<file path="config.mk">
export PLATFORM = sky130hd
export DESIGN_NAME = dwc_write_decoder
export DESIGN_NICKNAME = d
export VERILOG_FILES = /design/src/logic/dwc_pkg.sv /design/src/logic/dwc_xfer_if.sv /design/src/logic/dwc_sync.sv /design/src/logic/dwc_write_decoder.sv /design/src/logic/dwc_xfer_engine.sv
export SDC_FILE = /design/constraint.sdc
export NUM_CORES = 1
export LEC_CHECK = 0
export BUFFER_PORTS_ARGS = -buffer_cell sky130_fd_sc_hd__buf_2
export CAP_MARGIN = 20
export CORE_UTILIZATION = 55
export CTS_CLUSTER_SIZE = 8
export DETAILED_ROUTE_END_ITERATION = 8
export PLACE_DENSITY = 0.82
export SYNTH_ARGS = -nofsm -noshare
export SYNTH_HDL_FRONTEND = slang
export SYNTH_SLANG_ARGS = --single-unit
</file>
<file path="constraint.sdc">
create_clock -name clk -period 10 [get_ports clk]
set_input_delay 2 -clock clk [delete_from_list [all_inputs] [get_ports clk]]
set_output_delay 2 -clock clk [all_outputs]
set_load 0.01 [all_outputs]
</file>
<file path="src/logic/dwc_pkg.sv">
package dwc_pkg;
   // ==========================================
   // command opcodes
   localparam logic [7:0] OP_EXT_DMA_WRITE = 8'h35;
   localparam logic [7:0] OP_QUEUED_WRITE = 8'h61;
   // ==========================================
   // register byte offsets
   localparam logic [5:0] OFS_FEATURE = 6'h00;
   localparam logic [5:0] OFS_SECCNT = 6'h04;
   localparam logic [5:0] OFS_ADDR0 = 6'h08;
   localparam logic [5:0] OFS_ADDR1 = 6'h0C;
   localparam logic [5:0] OFS_ADDR2 = 6'h10;
   localparam logic [5:0] OFS_DRVSEL = 6'h14;
   localparam logic [5:0] OFS_OPCODE = 6'h18;
   localparam logic [5:0] OFS_ERROR = 6'h1C;
   localparam logic [5:0] OFS_CTRL = 6'h20;
   localparam logic [5:0] OFS_IRQ_STAT = 6'h24;
   localparam logic [5:0] OFS_IRQ_MASK = 6'h28;
   // pair index inside the pair array
   localparam int PAIR_FT = 0;
   localparam int PAIR_SC = 1;
   localparam int PAIR_A0 = 2;
   localparam int PAIR_A1 = 3;
   localparam int PAIR_A2 = 4;
   localparam int PAIRS = 5;
   // ==========================================
   // field positions
   localparam int ERR_CRC_BIT = 7;
   localparam int ERR_IDN_BIT = 4;
   localparam int ERR_ABT_BIT = 2;
   localparam int FUA_BIT = 7;
   localparam int CTRL_UPPER_BIT = 0;
   localparam int IRQ_DONE_BIT = 0;
   localparam int IRQ_FAIL_BIT = 1;
   localparam logic [1:0] REQUEST_PRIORITY_NORMAL = 2'h0;
   localparam logic [1:0] REQUEST_PRIORITY_ISOCH = 2'h1;
   localparam logic [1:0] REQUEST_PRIORITY_HIGH = 2'h2;
   // ==========================================
   // sizes and reset values
   localparam int WORDS_PER_SECTOR = 256;
   localparam logic [16:0] FULL_COUNT = 17'h10000;
   localparam logic [7:0] TASKFILE_RESET = 8'h00;
   localparam logic [1:0] IRQ_RESET = 2'h0;
   typedef enum logic [2:0] {
      ST_IDLE = 3'b001,
      ST_XFER = 3'b010,
      ST_COMMIT = 3'b100
   } dwc_state_type;
endpackage : dwc_pkg

</file>
<file path="src/logic/dwc_xfer_if.sv">
interface dwc_xfer_if;
   logic start;
   logic [16:0] count;
   logic word_pulse;
   logic sector_fail;
   logic busy;
   logic done;
   logic failed;
   logic [16:0] sectors_done;
   logic dmarq;
   modport ctl (output start, count, word_pulse, sector_fail,
                input busy, done, failed, sectors_done, dmarq);
   modport eng (input start, count, word_pulse, sector_fail,
                output busy, done, failed, sectors_done, dmarq);
endinterface : dwc_xfer_if
</file>
<file path="src/logic/dwc_sync.sv">
module dwc_sync #(
   parameter int WIDTH = 1
) (
   input wire logic clk,
   input wire logic nrst,
   input wire logic [WIDTH-1:0] async_in,
   output logic [WIDTH-1:0] sync_out
);
   logic [WIDTH-1:0] meta_reg;
   // ==========================================
   // two stages; the first is read by the second only
   always_ff @(posedge clk or negedge nrst) begin
      if (!nrst) begin
         meta_reg <= '0;
         sync_out <= '0;
      end else begin
         meta_reg <= async_in;
         sync_out <= meta_reg;
      end
   end
endmodule : dwc_sync

</file>
<file path="src/logic/dwc_write_decoder.sv">
// Operation
// opcode 35h runs an extended DMA write, host to device, then media.
// sector payload moves as 16-bit words, one per transfer.
// host arms its slave DMA channel before writing the opcode.
// each word moves only while the device holds its DMA request.
// exactly one interrupt per command, once transfer ends and status readable.
// uncorrectable error stops the write at the failing sector.
// count is previous:current sector count; zero means 65,536 sectors.
// 48-bit address from current bytes (low) and previous bytes (high).
// after error, address registers hold failing address; upper select picks high bytes.
// error register: only CRC, ID-not-found, aborted bits meaningful; others zero.
// at completion busy, fault, corrected clear; ready, seek, error valid.
// opcode 61h runs queued first-party DMA write, stopping at failing sector.
// queued write count comes from feature pair, previous high byte.
// host puts a unique tag in sector count current bits 7 to 3.
// queued priority in sector count previous bits 7:6; high is favoured.
// forced media commit bit delays completion until data reaches media.
//
// Chosen here: the address map and register access over Avalon-MM.
module dwc_write_decoder
   import dwc_pkg::*;
#(
   parameter logic [47:0] MAX_LBA = 48'hFFFFFFFFFFFF
) (
   input wire logic clk,
   input wire logic nrst,
   input wire logic [5:0] avs_address,
   input wire logic avs_read,
   input wire logic avs_write,
   input wire logic [31:0] avs_writedata,
   output logic [31:0] avs_readdata,
   output logic avs_waitrequest,
   output logic irq,
   output logic dmarq,
   input wire logic dmack_pin,
   input wire logic dwr_strobe_pin,
   input wire logic [15:0] dd_pin,
   output logic [15:0] media_word,
   output logic media_word_valid,
   input wire logic media_sector_error,
   input wire logic media_commit_done,
   input wire logic link_crc_error,
   output logic [4:0] cmd_tag,
   output logic [1:0] cmd_priority,
   output logic cmd_high_priority
);
   import dwc_pkg::*;

   dwc_xfer_if xf ();

   dwc_xfer_engine #(
      .WORDS(WORDS_PER_SECTOR)
   ) u_engine (
      .clk(clk),
      .nrst(nrst),
      .xf(xf)
   );

   // ==========================================
   // pin synchronisation
   logic [17:0] pins_s;
   logic strobe_d_reg;
   logic word_pulse;
   dwc_sync #(
      .WIDTH(18)
   ) u_sync (
      .clk(clk),
      .nrst(nrst),
      .async_in({dmack_pin, dwr_strobe_pin, dd_pin}),
      .sync_out(pins_s)
   );

   // rising strobe with acknowledge while the request stands
   assign word_pulse = pins_s[16] && !strobe_d_reg && pins_s[17] && xf.dmarq;

   // ==========================================
   // state
   dwc_state_type state_reg, state_next;
   logic [7:0] cur_reg [PAIRS];
   logic [7:0] cur_next [PAIRS];
   logic [7:0] prev_reg [PAIRS];
   logic [7:0] prev_next [PAIRS];
   logic [7:0] drvsel_reg, drvsel_next;
   logic upper_reg, upper_next;
   logic [1:0] irq_stat_reg, irq_stat_next;
   logic [1:0] irq_mask_reg, irq_mask_next;
   logic crc_reg, crc_next;
   logic idn_reg, idn_next;
   logic abt_reg, abt_next;
   logic fua_reg, fua_next;
   logic start_reg, start_next;
   logic [16:0] count_reg, count_next;
   logic [47:0] lba_reg, lba_next;
   logic [4:0] tag_reg, tag_next;
   logic [1:0] request_priority_reg, request_priority_next;
   logic ack_reg, ack_next;
   logic [31:0] rdata_reg, rdata_next;
   logic [15:0] word_reg, word_next;
   logic wvalid_reg, wvalid_next;

   logic wr_acc, rd_acc, idle, is_ext, is_q, bad_cmd;
   logic [47:0] cmd_lba, fail_lba;
   logic [16:0] cmd_count;
   logic [48:0] end_lba;
   logic [7:0] status_byte, error_byte;
   logic complete;

   // ==========================================
   // command decode, combinational
   assign idle = (state_reg == ST_IDLE);
   assign wr_acc = avs_write && ack_reg;
   assign rd_acc = avs_read && ack_reg;
   assign is_ext = (avs_writedata[7:0] == OP_EXT_DMA_WRITE);
   assign is_q = (avs_writedata[7:0] == OP_QUEUED_WRITE);
   // priority code 11b is undefined, so it is refused
   assign bad_cmd = !(is_ext || is_q) || (is_q && prev_reg[PAIR_SC][7:6] == 2'h3);
   // low three bytes from current, high three from previous
   assign cmd_lba = {prev_reg[PAIR_A2], prev_reg[PAIR_A1], prev_reg[PAIR_A0],
                     cur_reg[PAIR_A2], cur_reg[PAIR_A1], cur_reg[PAIR_A0]};
   always_comb begin
      if (is_q) begin
         // queued count from the feature pair
         cmd_count = {1'b0, prev_reg[PAIR_FT], cur_reg[PAIR_FT]};
      end else begin
         cmd_count = {1'b0, prev_reg[PAIR_SC], cur_reg[PAIR_SC]};
      end
      if (cmd_count == 17'h00000) begin
         cmd_count = FULL_COUNT; // zero asks for the full 65,536
      end
   end
   assign end_lba = {1'b0, cmd_lba} + {32'h00000000, cmd_count} - 49'h1;
   assign fail_lba = lba_reg + {31'h00000000, xf.sectors_done};
   // ready and seek-complete high, fault and corrected zero
   assign status_byte = {!idle, 1'b1, 1'b0, 1'b1, xf.dmarq, 1'b0, 1'b0,
                         crc_reg || idn_reg || abt_reg};
   // only crc, id-not-found and aborted may be set
   assign error_byte = {crc_reg, 2'h0, idn_reg, 1'b0, abt_reg, 2'h0};

   // ==========================================
   // next-state logic for bus, task file and sequencing
   always_comb begin
      state_next = state_reg;
      cur_next = cur_reg;
      prev_next = prev_reg;
      drvsel_next = drvsel_reg;
      upper_next = upper_reg;
      irq_stat_next = irq_stat_reg;
      irq_mask_next = irq_mask_reg;
      crc_next = crc_reg;
      idn_next = idn_reg;
      abt_next = abt_reg;
      fua_next = fua_reg;
      start_next = 1'b0;
      count_next = count_reg;
      lba_next = lba_reg;
      tag_next = tag_reg;
      request_priority_next = request_priority_reg;
      ack_next = (avs_read || avs_write) && !ack_reg;
      rdata_next = rdata_reg;
      word_next = word_reg;
      wvalid_next = 1'b0;
      complete = 1'b0;
      // read data latched on the same edge that drops waitrequest
      if (avs_read && !ack_reg) begin
         rdata_next = 32'h00000000;
         case (avs_address)
            OFS_FEATURE, OFS_SECCNT, OFS_ADDR0, OFS_ADDR1, OFS_ADDR2: begin
               // upper select returns the previous byte
               rdata_next[7:0] = upper_reg ? prev_reg[avs_address[4:2]]
                                           : cur_reg[avs_address[4:2]];
            end
            OFS_DRVSEL: rdata_next[7:0] = drvsel_reg;
            OFS_OPCODE: rdata_next[7:0] = status_byte;
            OFS_ERROR: rdata_next[7:0] = error_byte;
            OFS_CTRL: rdata_next[CTRL_UPPER_BIT] = upper_reg;
            OFS_IRQ_STAT: rdata_next[1:0] = irq_stat_reg;
            OFS_IRQ_MASK: rdata_next[1:0] = irq_mask_reg;
            default: rdata_next = 32'h00000000;
         endcase
      end
      // reading the status clears it; a new event below still wins
      if (rd_acc && avs_address == OFS_IRQ_STAT) begin
         irq_stat_next = 2'h0;
      end
      if (wr_acc) begin
         case (avs_address)
            OFS_FEATURE, OFS_SECCNT, OFS_ADDR0, OFS_ADDR1, OFS_ADDR2: begin
               // task file is frozen while a command runs
               if (idle) begin
                  prev_next[avs_address[4:2]] = cur_reg[avs_address[4:2]];
                  cur_next[avs_address[4:2]] = avs_writedata[7:0];
               end
            end
            OFS_DRVSEL: begin
               if (idle) begin
                  drvsel_next = avs_writedata[7:0];
               end
            end
            OFS_CTRL: upper_next = avs_writedata[CTRL_UPPER_BIT];
            OFS_IRQ_MASK: irq_mask_next = avs_writedata[1:0];
            OFS_OPCODE: begin
               if (idle) begin
                  crc_next = 1'b0;
                  idn_next = 1'b0;
                  abt_next = 1'b0;
                  if (bad_cmd) begin
                     abt_next = 1'b1;
                     complete = 1'b1;
                  end else if (end_lba > {1'b0, MAX_LBA}) begin
                     idn_next = 1'b1;
                     complete = 1'b1;
                  end else begin
                     state_next = ST_XFER;
                     start_next = 1'b1;
                     count_next = cmd_count;
                     lba_next = cmd_lba;
                     fua_next = is_q && drvsel_reg[FUA_BIT];
                     tag_next = is_q ? cur_reg[PAIR_SC][7:3] : 5'h00;
                     request_priority_next = is_q ? prev_reg[PAIR_SC][7:6] : REQUEST_PRIORITY_NORMAL;
                  end
               end
            end
            default: begin
            end
         endcase
      end
      // word capture toward media
      if (word_pulse) begin
         word_next = pins_s[15:0];
         wvalid_next = 1'b1;
      end
      if (link_crc_error && !idle) begin
         crc_next = 1'b1;
      end
      case (state_reg)
         ST_IDLE: begin
         end
         ST_XFER: begin
            if (xf.done) begin
               if (xf.failed) begin
                  // failing address back in the pairs
                  abt_next = 1'b1;
                  cur_next[PAIR_A0] = fail_lba[7:0];
                  cur_next[PAIR_A1] = fail_lba[15:8];
                  cur_next[PAIR_A2] = fail_lba[23:16];
                  prev_next[PAIR_A0] = fail_lba[31:24];
                  prev_next[PAIR_A1] = fail_lba[39:32];
                  prev_next[PAIR_A2] = fail_lba[47:40];
                  complete = 1'b1;
               end else if (fua_reg) begin
                  state_next = ST_COMMIT;
               end else begin
                  complete = 1'b1;
               end
            end
         end
         ST_COMMIT: begin
            if (media_commit_done) begin
               complete = 1'b1;
            end
         end
         default: state_next = ST_IDLE;
      endcase
      // one completion event per command
      if (complete) begin
         state_next = ST_IDLE;
         irq_stat_next[IRQ_DONE_BIT] = 1'b1;
         if (abt_next || idn_next || crc_next) begin
            irq_stat_next[IRQ_FAIL_BIT] = 1'b1;
         end
      end
   end

   // ==========================================
   // registers
   always_ff @(posedge clk or negedge nrst) begin
      if (!nrst) begin
         state_reg <= ST_IDLE;
         for (int i = 0; i < PAIRS; i++) begin
            cur_reg[i] <= TASKFILE_RESET;
            prev_reg[i] <= TASKFILE_RESET;
         end
         drvsel_reg <= TASKFILE_RESET;
         upper_reg <= 1'b0;
         irq_stat_reg <= IRQ_RESET;
         irq_mask_reg <= IRQ_RESET;
         crc_reg <= 1'b0;
         idn_reg <= 1'b0;
         abt_reg <= 1'b0;
         fua_reg <= 1'b0;
         start_reg <= 1'b0;
         count_reg <= '0;
         lba_reg <= '0;
         tag_reg <= '0;
         request_priority_reg <= REQUEST_PRIORITY_NORMAL;
         ack_reg <= 1'b0;
         rdata_reg <= '0;
         word_reg <= '0;
         wvalid_reg <= 1'b0;
         strobe_d_reg <= 1'b0;
      end else begin
         state_reg <= state_next;
         cur_reg <= cur_next;
         prev_reg <= prev_next;
         drvsel_reg <= drvsel_next;
         upper_reg <= upper_next;
         irq_stat_reg <= irq_stat_next;
         irq_mask_reg <= irq_mask_next;
         crc_reg <= crc_next;
         idn_reg <= idn_next;
         abt_reg <= abt_next;
         fua_reg <= fua_next;
         start_reg <= start_next;
         count_reg <= count_next;
         lba_reg <= lba_next;
         tag_reg <= tag_next;
         request_priority_reg <= request_priority_next;
         ack_reg <= ack_next;
         rdata_reg <= rdata_next;
         word_reg <= word_next;
         wvalid_reg <= wvalid_next;
         strobe_d_reg <= pins_s[16];
      end
   end

   // ==========================================
   // engine hookup and outputs
   assign xf.start = start_reg;
   assign xf.count = count_reg;
   assign xf.word_pulse = word_pulse;
   assign xf.sector_fail = media_sector_error;
   assign avs_waitrequest = (avs_read || avs_write) && !ack_reg;
   assign avs_readdata = rdata_reg;
   assign irq = |(irq_stat_reg & irq_mask_reg);
   assign dmarq = xf.dmarq;
   assign media_word = word_reg;
   assign media_word_valid = wvalid_reg;
   assign cmd_tag = tag_reg;
   assign cmd_priority = request_priority_reg;
   // media scheduler gives this command precedence
   assign cmd_high_priority = (request_priority_reg == REQUEST_PRIORITY_HIGH);
endmodule : dwc_write_decoder

</file>
<file path="src/logic/dwc_xfer_engine.sv">
module dwc_xfer_engine
   import dwc_pkg::*;
#(
   parameter int WORDS = WORDS_PER_SECTOR
) (
   input wire logic clk,
   input wire logic nrst,
   dwc_xfer_if.eng xf
);
   logic busy_reg, busy_next;
   logic done_reg, done_next;
   logic failed_reg, failed_next;
   logic [15:0] word_reg, word_next;
   logic [16:0] sec_reg, sec_next;
   logic [16:0] total_reg, total_next;

   // ==========================================
   // word and sector pacing
   always_comb begin
      busy_next = busy_reg;
      done_next = 1'b0;
      failed_next = failed_reg;
      word_next = word_reg;
      sec_next = sec_reg;
      total_next = total_reg;
      if (xf.start && !busy_reg) begin
         busy_next = 1'b1;
         failed_next = 1'b0;
         word_next = '0;
         sec_next = '0;
         total_next = xf.count;
      end else if (busy_reg) begin
         if (xf.sector_fail) begin
            // halt on the failing sector, later ones never requested
            busy_next = 1'b0;
            done_next = 1'b1;
            failed_next = 1'b1;
         end else if (xf.word_pulse) begin
            if (word_reg == 16'(WORDS - 1)) begin
               word_next = '0;
               sec_next = sec_reg + 17'h00001;
               if (sec_reg + 17'h00001 == total_reg) begin
                  busy_next = 1'b0;
                  done_next = 1'b1;
               end
            end else begin
               word_next = word_reg + 16'h0001;
            end
         end
      end
   end

   always_ff @(posedge clk or negedge nrst) begin
      if (!nrst) begin
         busy_reg <= 1'b0;
         done_reg <= 1'b0;
         failed_reg <= 1'b0;
         word_reg <= '0;
         sec_reg <= '0;
         total_reg <= '0;
      end else begin
         busy_reg <= busy_next;
         done_reg <= done_next;
         failed_reg <= failed_next;
         word_reg <= word_next;
         sec_reg <= sec_next;
         total_reg <= total_next;
      end
   end

   assign xf.busy = busy_reg;
   assign xf.done = done_reg;
   assign xf.failed = failed_reg;
   assign xf.sectors_done = sec_reg;
   assign xf.dmarq = busy_reg; // request only while words remain
endmodule : dwc_xfer_engine

</file>
Word level (Yosys, flattened, before mapping)
Index checks and enable logic that the tools add are counted.
{ "totals": {"register_bits": 289, "inputBits": 63, "output_inout_bits": 60, "word_cells": 212} }
{ "classes": {"addsub": 5, "n_lt_le_gt_ge": 3, "n_eq_ne": 20, "n_mux": 99, "bitwise_logic": 4, "reduce_logical": 43} }
{ "ops": {"columns": ["cell", "n"], "rows": [
  ["24-bit 2-to-1 mux", 12],
  ["17-bit 2-to-1 mux", 6],
  ["16-bit 2-to-1 mux", 6],
  ["40-bit bitwise mux", 2],
  ["48-bit by 17-bit adder with 49-bit output", 1],
  ["49-bit by 48-bit greater-than comparator with 1-bit output, second input constant", 1],
  ["49-bit by 1-bit subtractor with 49-bit output, second input constant", 1],
  ["48-bit by 17-bit adder with 48-bit output", 1],
  ["8-bit binary-select mux with 3-bit select", 2],
  ["8-bit 2-to-1 mux", 6],
  ["1-bit 2-to-1 mux", 46],
  ["3-bit 2-to-1 mux", 9],
  ["8-bit demux with 3-bit select", 1],
  ["6-bit by 5-bit == test with 1-bit output, second input constant", 4],
  ["6-bit case mux with 4 select lines", 1],
  ["6-bit == test, second input constant", 3],
  ["17-bit by 1-bit adder with 17-bit output, second input constant", 1],
  ["17-bit == test", 1],
  ["17-bit zero test", 1],
  ["16-bit by 1-bit adder with 16-bit output, second input constant", 1],
  ["16-bit by 8-bit == test with 1-bit output, second input constant", 1],
  ["1-bit logical AND", 13],
  ["6-bit by 4-bit == test with 1-bit output, second input constant", 2],
  ["2-bit nonzero test", 5],
  ["other kinds (28)", 47]
]} }

Depth between registers and ports, before layout
Gate-level depths: netlist of run 1.
{ "depth": {"depth_word": 17, "depth_mapped": 20, "mapped_depth_nobuf": 17} }

Hierarchy
Synthesis of run 1 repeated with hierarchy kept, for this count alone.
{ "unflattened": {"cells_unflattened": 1655, "hier_area_um2": 16356.9} }
{ "by_module_without_submodules": {"columns": ["mod", "n_inst", "cells_per_inst", "area_each_um2", "seq_area_each_um2"], "rows": [
  ["dwc_write_decoder", 1, 1279, 12446.9, 5006.1],
  ["dwc_xfer_engine", 1, 340, 3009.1, 1326.3],
  ["dwc_sync", 1, 36, 900.9, 900.9]
]} }

Worst setup path before layout of run 1
Ideal clock, no wire load.
{ "synth_path": {"path_kind": "input-to-reg", "start": "input port avs_writedata[1]", "end": "register lba_reg[4]", "setup_ns": 0.128, "arrival_time_ns": 5.781, "required_ns": 9.872, "path_slack_ns": 4.092, "path_stages": 19, "n_path_buf": 2, "path_cell_list": "nor3b_2 > nand3b_2 > nor2_8 > buf_6 > mux2i_1 > o2111ai_1 > or4_1 > ha_1 > inv_1 > ha_1 > a21oi_1 > o21ai_0 > a221oi_1 > a31oi_1 > nor4_2 > xnor2_2 > nand2_1 > buf_4 > mux2_1"} }
{ "synth_between": {"elab_chain_cells": 9, "word_cells_on_any_way": 15, "classes_between": "2 x add/sub; 1 x order compare; 2 x eq/ne; 2 x mux; 2 x bitwise; 6 x reduce/logical"} }
{ "synth_lines": {"columns": ["element", "line", "rtl"], "rows": [
  ["start: declaration", "dwc_write_decoder.sv:30", "input wire logic [31:0] avs_writedata,"],
  ["8-bit by 7-bit == test with 1-bit output", "dwc_write_decoder.sv:114", "assign is_q = (avs_writedata[7:0] == OP_QUEUED_WRITE);"],
  ["16-bit 2-to-1 mux", "dwc_write_decoder.sv:121", "if (is_q) begin"],
  ["17-bit zero test", "dwc_write_decoder.sv:127", "if (cmd_count == 17'h00000) begin"],
  ["17-bit 2-to-1 mux", "dwc_write_decoder.sv:127", null],
  ["48-bit by 17-bit adder with 49-bit output", "dwc_write_decoder.sv:131", "assign end_lba = {1'b0, cmd_lba} + {32'h00000000, cmd_count} - 49'h1;"],
  ["49-bit by 1-bit subtractor with 49-bit output", "dwc_write_decoder.sv:131", null],
  ["49-bit by 48-bit greater-than comparator with 1-bit output", "dwc_write_decoder.sv:209", "end else if (end_lba > {1'b0, MAX_LBA}) begin"],
  ["1-bit inverter (no source line)", null, null],
  ["5-bit AND reduction (no source line) *", null, null],
  ["end signal: assignment", "dwc_write_decoder.sv:315", "lba_reg <= lba_next;"],
  ["end: declaration", "dwc_write_decoder.sv:93", "logic [47:0] lba_reg, lba_next;"]
]} }
Mark *: on every way between the ends. The rest lies on a longest branch, timed or not.
A chain may end at the register's enable or synchronous reset.

Worst setup path after layout of run 1
{ "layout_path": {"start": "input port avs_writedata[0]", "end": "register lba_reg[25]"} }
Same word-level chain as after synthesis.

==> flow_summary.json, run 1 <==
{
  "clockPowerShare": 0.437,
  "grt_pass1_vias": 12940,
  "start_util": 0.5606,
  "p_int_mw": 2.135,
  "hold_viol": 0,
  "synthTopCellsByArea": "dfrtp_1, ha_1, nand2_1",
  "core_area_um2": 28780,
  "post_cts_resized": 0,
  "cp.required_ps": 10410,
  "wirelength_mm": 41.78,
  "cp-start-kind": "input port",
  "yosysTopAreaCellShare": 0.4467,
  "synth_cell_type_count": 79,
  "synth_mux_area_frac": 0.1009,
  "cts_setup_buffers": 0,
  "synth_top_cell_by_area": "dfrtp_1",
  "synthAdderAreaFrac": 0.06561,
  "cts_hold_buf": 0,
  "syn_area_um2": 16130,
  "layout_min_cycle_time_ps": 7669,
  "yosysSeqAreaShare": 0.4483,
  "synth-xor-area-share": 0.04281,
  "reg2reg_depth": 16,
  "wl_per_cell_um": 19.64,
  "hold_slack_ps": 345.3,
  "yosysMostFrequentCell": "dfrtp_1",
  "synthTopCellsByCount": "dfrtp_1, nand2_1, inv_1, a21oi_1, o21ai_0",
  "irDropWorstVdd_mv": 0.1342,
  "antenna_found_initial": 0,
  "fill_cells": 2239,
  "async_flop_share": 1.000,
  "vias_per_cell": 6.064,
  "power_frac_seq": 0.439,
  "startpoint": "avs_writedata[0]",
  "die_area_um2": 30020,
  "synth_compound_area_frac": 0.1425,
  "grt_max_degree": 175,
  "crit_cells": 20,
  "setup_violations": 0,
  "syn_area_per_cell_um2": 9.655,
  "r2r-start": "prev_reg[31]",
  "synth_ff_type": "dfrtp_1",
  "synthCells": 1671,
  "period_share": 0.7669,
  "n_antenna_cell": 0,
  "layout-drive-gt1-share": 0.1416,
  "cp_common_cell": "ha_1",
  "status": "finished clean",
  "cts-root-buf": "clkbuf_16",
  "first_pass_iters": 5,
  "cpPeakStageDelay_ps": 640,
  "r2r_slack_ps": 4640,
  "fin_skew_ps": 22.99,
  "cp_num_buf_inv": 4,
  "multi_input_area_um2": 8070,
  "numCtsBuffers": 42,
  "slowest_stage": "nand2_2",
  "crit_chain": "buf_2 > nor3b_2 > nand3b_2 > nor2_8 > mux2i_1 > o2111ai_1 > or4_1 > ha_1 > inv_1 > ha_1 > a21oi_1 > o21ai_0 > a221oi_1 > a31oi_1 > nor4_2 > xnor2_2 > buf_4 > nand2_2 > buf_12 > mux2_2",
  "crit_fanout": 35,
  "track_usage": 0.2833,
  "cts_tree": "built",
  "ios": 123,
  "ant_nets": 0,
  "synth_edf_count": 0,
  "synth_top_family_by_area": "compound AO/OA/AOI/OAI gates",
  "p_comb_frac": 0.125,
  "finalMaxSlewViolations": 0,
  "yosysWarnings": 0,
  "post_dp_cell_area_um2": 16710,
  "nets": 1877,
  "setup_tns_ps": 0,
  "switching_power_mw": 0.8086,
  "dieWidth_um": 173.3,
  "worstSetupPathType": "in2reg",
  "cpLargestDelayFamily": "simple AND/OR/NAND/NOR gates",
  "power_density_nw_per_um2": 164.5,
  "hold_class": "reg2reg",
  "switching_share": 0.2747,
  "cp-end-kind": "register",
  "synth-seq-cells": 289,
  "r2r_end": "lba_reg[25]",
  "worst_pin_slew_ps": 1009,
  "seq_area_um2": 7233,
  "dp_hpwl_mm": 28.44,
  "synth-simple-area-share": 0.1421,
  "critical_path.endpoint": "lba_reg[25]",
  "clk_pin_slew_ps": 50,
  "dr_total_vias": 12910,
  "syn_to_final_growth_pct": 10.93,
  "gp_congestion": 0.9069,
  "maxClockFrequency_mhz": 130.4,
  "htreeDepth": 2,
  "die_h_um": 173.3,
  "clock-sinks": 289,
  "drt-initial-drc-count": 1075,
  "relSlewSlack": 0.3273,
  "leakagePower_nw": 8.686,
  "arrival_ps": 8080,
  "maxCapViolations": 0,
  "drc": 0,
  "rows": 62,
  "globalRouteOverflowTotal": 0,
  "post-route-cell-area_um2": 17900,
  "cts_buffer_depth": 3,
  "grt_pass1_wl_mm": 67.81,
  "rsz0062_at_grt": "no",
  "portBuffers": 74,
  "clk_latency_ps": 550
}
## cell type report
cell class,instances,share of cell area
Multi-Input combinational cell,1194,0.4509
Clock inverter,4,0.003635
Inverter,116,0.02433
Clock buffer,54,0.06124
Timing Repair Buffer,87,0.02894
Sequential cell,289,0.4041
Tap cell,384,0.02684
## logic make-up after synthesis
logic type | Yosys count
compound gates | 373
flops | 289
other cells | 1
buf+inv | 211
xor+xnor | 78
simple gates | 493
fa+ha+maj | 84
mux | 142
## worst min path at each step
stage,start,to,cells after the start
after floorplan,u_sync.meta_reg[0],u_sync.sync_out[0],0
after CTS,u_sync.meta_reg[11],u_sync.sync_out[11],0
after global placement,u_sync.meta_reg[10],u_sync.sync_out[10],0
after global routing,u_sync.meta_reg[11],u_sync.sync_out[11],0
final,u_sync.meta_reg[11],u_sync.sync_out[11],0
after detailed placement,u_sync.meta_reg[11],u_sync.sync_out[11],0
## power groups by stage
stage | combinational, mW | clock [mW] | sequential (mW)
6_report | 0.367 | 1.29 | 1.29
5_1_grt | 0.412 | 1.35 | 1.30
4_1_cts | 0.365 | 1.30 | 1.29
3_5_place_dp | 0.361 | 0 | 1.31
3_3_place_gp | 0.347 | 0 | 1.30
2_1_floorplan | 0.230 | 0 | 1.30
## metal layers
| metal | routed length [um] | GRT usage |
|---|---|---|
| met1 | 16750 | 0.3606 |
| met2 | 20130 | 0.4635 |
| met3 | 2816 | 0.04474 |
| met4 | 2082 | 0.1578 |
| met5 | 0 | 0 |
## cell usage in the layout, fill, tap and decap left out, types with 5 or more instances in the layout
cell type,netlist,routed
a21o_1,13,13
mux2i_1,58,58
xnor2_1,55,55
and3_1,11,11
o21a_1,13,13
a211oi_1,38,38
o31ai_1,8,8
nor2_1,90,90
nand2_1,247,246
buf_4,28,9
o22ai_1,6,6
or3_1,7,7
buf_2,6,73
o21ai_0,111,111
clkbuf_16,0,42
conb_1,1,24
a21oi_1,113,113
mux4_2,9,9
a22oi_1,5,5
nor4_1,9,9
dfrtp_1,288,288
o2bb2ai_1,7,7
nand4_1,21,21
nand3_1,34,34
nand2b_1,7,7
mux2_2,74,74
nor3_1,21,20
a31oi_1,21,21
nor2b_1,10,9
inv_1,115,115
ha_1,83,83
xor2_1,22,22
clkbuf_1,51,12
## stage by stage
stage / cells / worst slack, ps / utilization / total power, mW
detailed placement: 2068 / 1971 / 0.5805 / 1.667
global placement: 2068 / 1998 / 0.5805 / 1.651
global route: 2128 / 2152 / 0.6219 / 3.056
floorplan: 1694 / 4092 / - / 1.528
CTS: 2126 / 2463 / 0.6209 / 2.953
finish: 2128 / 2331 / 0.6219 / 2.944
Note: power is estimated with default switching activity, not from simulation.
==> run 2: changes to the inputs <==
Clock period 10 ns to 7.5 ns, I/O delays scaled along.
==> flow_summary.json, run 2 (synthesis results as in run 1) <==
{
  "cts_tree": "built",
  "portBuffers": 74,
  "layout-drive-gt1-share": 0.1431,
  "grt_max_degree": 172,
  "fill_cells": 2194,
  "worst_pin_slew_ps": 1061,
  "busiest_layer": "met2",
  "cp.required_ps": 7920,
  "clk_latency_ps": 540,
  "post-route-cell-area_um2": 17940,
  "dp_hpwl_mm": 28.70,
  "n_antenna_cell": 0,
  "rsz0062_at_grt": "no",
  "arrival_ps": 6650,
  "numCtsBuffers": 42,
  "leakagePower_nw": 8.709,
  "grtUsageMet1": 0.3719,
  "globalRouteOverflowTotal": 0,
  "vias_per_cell": 6.121,
  "start_util": 0.5606,
  "antenna_found_initial": 0,
  "fin_cells": 2131,
  "power_density_nw_per_um2": 219.3,
  "wl_per_cell_um": 20.06,
  "grt_pass1_wl_mm": 68.63,
  "power_mw": 3.935,
  "period_share": 0.8310,
  "dr_total_vias": 13040,
  "ios": 123,
  "setup_tns_ps": 0,
  "layout_min_cycle_time_ps": 6233,
  "relSlewSlack": 0.2925,
  "cts-root-buf": "clkbuf_16",
  "rows": 62,
  "hold_class": "reg2reg",
  "maxCapViolations": 0,
  "hold_slack_ps": 345.4,
  "die_area_um2": 30020,
  "nets": 1880,
  "cts_buffer_depth": 3,
  "irDropWorstVdd_mv": 0.1439,
  "layout.cells.most_common_list": "dfrtp_1, nand2_1, inv_1, a21oi_1, o21ai_0",
  "crit_fanout": 28,
  "htreeDepth": 2,
  "post_dp_cell_area_um2": 16740,
  "met2_usage": 0.4731,
  "clk_pin_slew_ps": 50,
  "cts_hold_buf": 0,
  "hold_viol": 0,
  "dieWidth_um": 173.3,
  "syn_to_final_growth_pct": 11.20,
  "finalMaxSlewViolations": 0,
  "dp_cells": 2071,
  "post_cts_resized": 0,
  "cp-end-kind": "register",
  "layout_commonest_cell": "dfrtp_1",
  "first_pass_iters": 6,
  "die_h_um": 173.3,
  "setup_violations": 0,
  "drc": 0,
  "grt.met3_usage": 0.04364,
  "clock-sinks": 289,
  "track_usage": 0.2868,
  "grt_pass1_vias": 13040,
  "cts_setup_buffers": 0,
  "worstSetupPathType": "in2reg",
  "gp_congestion": 0.9268,
  "fin_skew_ps": 16.03,
  "drt-initial-drc-count": 1285,
  "wirelength_mm": 42.76,
  "ant_nets": 0,
  "status": "finished clean",
  "maxClockFrequency_mhz": 160.4,
  "cp-start-kind": "input port",
  "core_area_um2": 28780
}
run 2: changes by cell type in the layout (fill, tap and decap cells not counted), sizes merged:
| cell | previous run | this run |
|---|---|---|
| buf | 87 | 90 |
run 2: layer usage:
metal | wire length [um] | part of all wire | up-vias
met5 | 0 | 0 | -
met2 | 20670 | 0.48 | 598
met1 | 17020 | 0.40 | 6390
met4 | 1992 | 0.047 | 0
li1 | - | - | 5925
met3 | 3077 | 0.072 | 131
run 2: cell type report:
type / instances / area (um^2) / area share
Clock buffer: 54 / 1096 / 0.06109
Sequential cell: 289 / 7233 / 0.4032
Inverter: 116 / 435.4 / 0.02427
Clock inverter: 4 / 65.06 / 0.003626
Timing Repair Buffer: 90 / 560.5 / 0.03124
Multi-Input combinational cell: 1194 / 8070 / 0.4498
Tap cell: 384 / 480.5 / 0.02678
run 2: critical path: stages:
cell and delay (ps):
buf_2 220, nor3b_2 240, nand3b_2 180, nor2_8 500, mux2i_1 570, o2111ai_1 170
or4_1 530, ha_1 330, inv_1 40, ha_1 180, a21oi_1 120, o21ai_0 110
a221oi_1 240, a31oi_1 140, nor4_2 410, xnor2_2 190, buf_8 220, buf_4 240
a21oi_1 180, nor4_1 300
run 2: per-stage QoR:
stage                     utilization  worst slack, ps
after CTS                      0.6219             1188
after global placement         0.5810            796.9
after detailed placement       0.5816            652.0
final                          0.6234             1267
after global routing           0.6234             1107
after floorplan                     -             2092
run 2: final timing paths:
kind	startpoint	endpoint	slack, ps	depth (start not counted)
min in group asynchronous	nrst	u_engine.word_reg[5]	1010	1
worst min register to register	u_sync.meta_reg[7]	u_sync.sync_out[7]	350	0
worst min-delay path	u_sync.meta_reg[7]	u_sync.sync_out[7]	350	0
max in group asynchronous	nrst	lba_reg[21]	4980	2
worst max register to register	prev_reg[31]	state_reg[2]	3090	16
worst max-delay path	avs_writedata[0]	state_reg[2]	1270	20
run 2: power by group:
part	internal (mW)	switching (mW)
registers	1.65	0.0823
logic	0.192	0.318
clock network	1.02	0.678
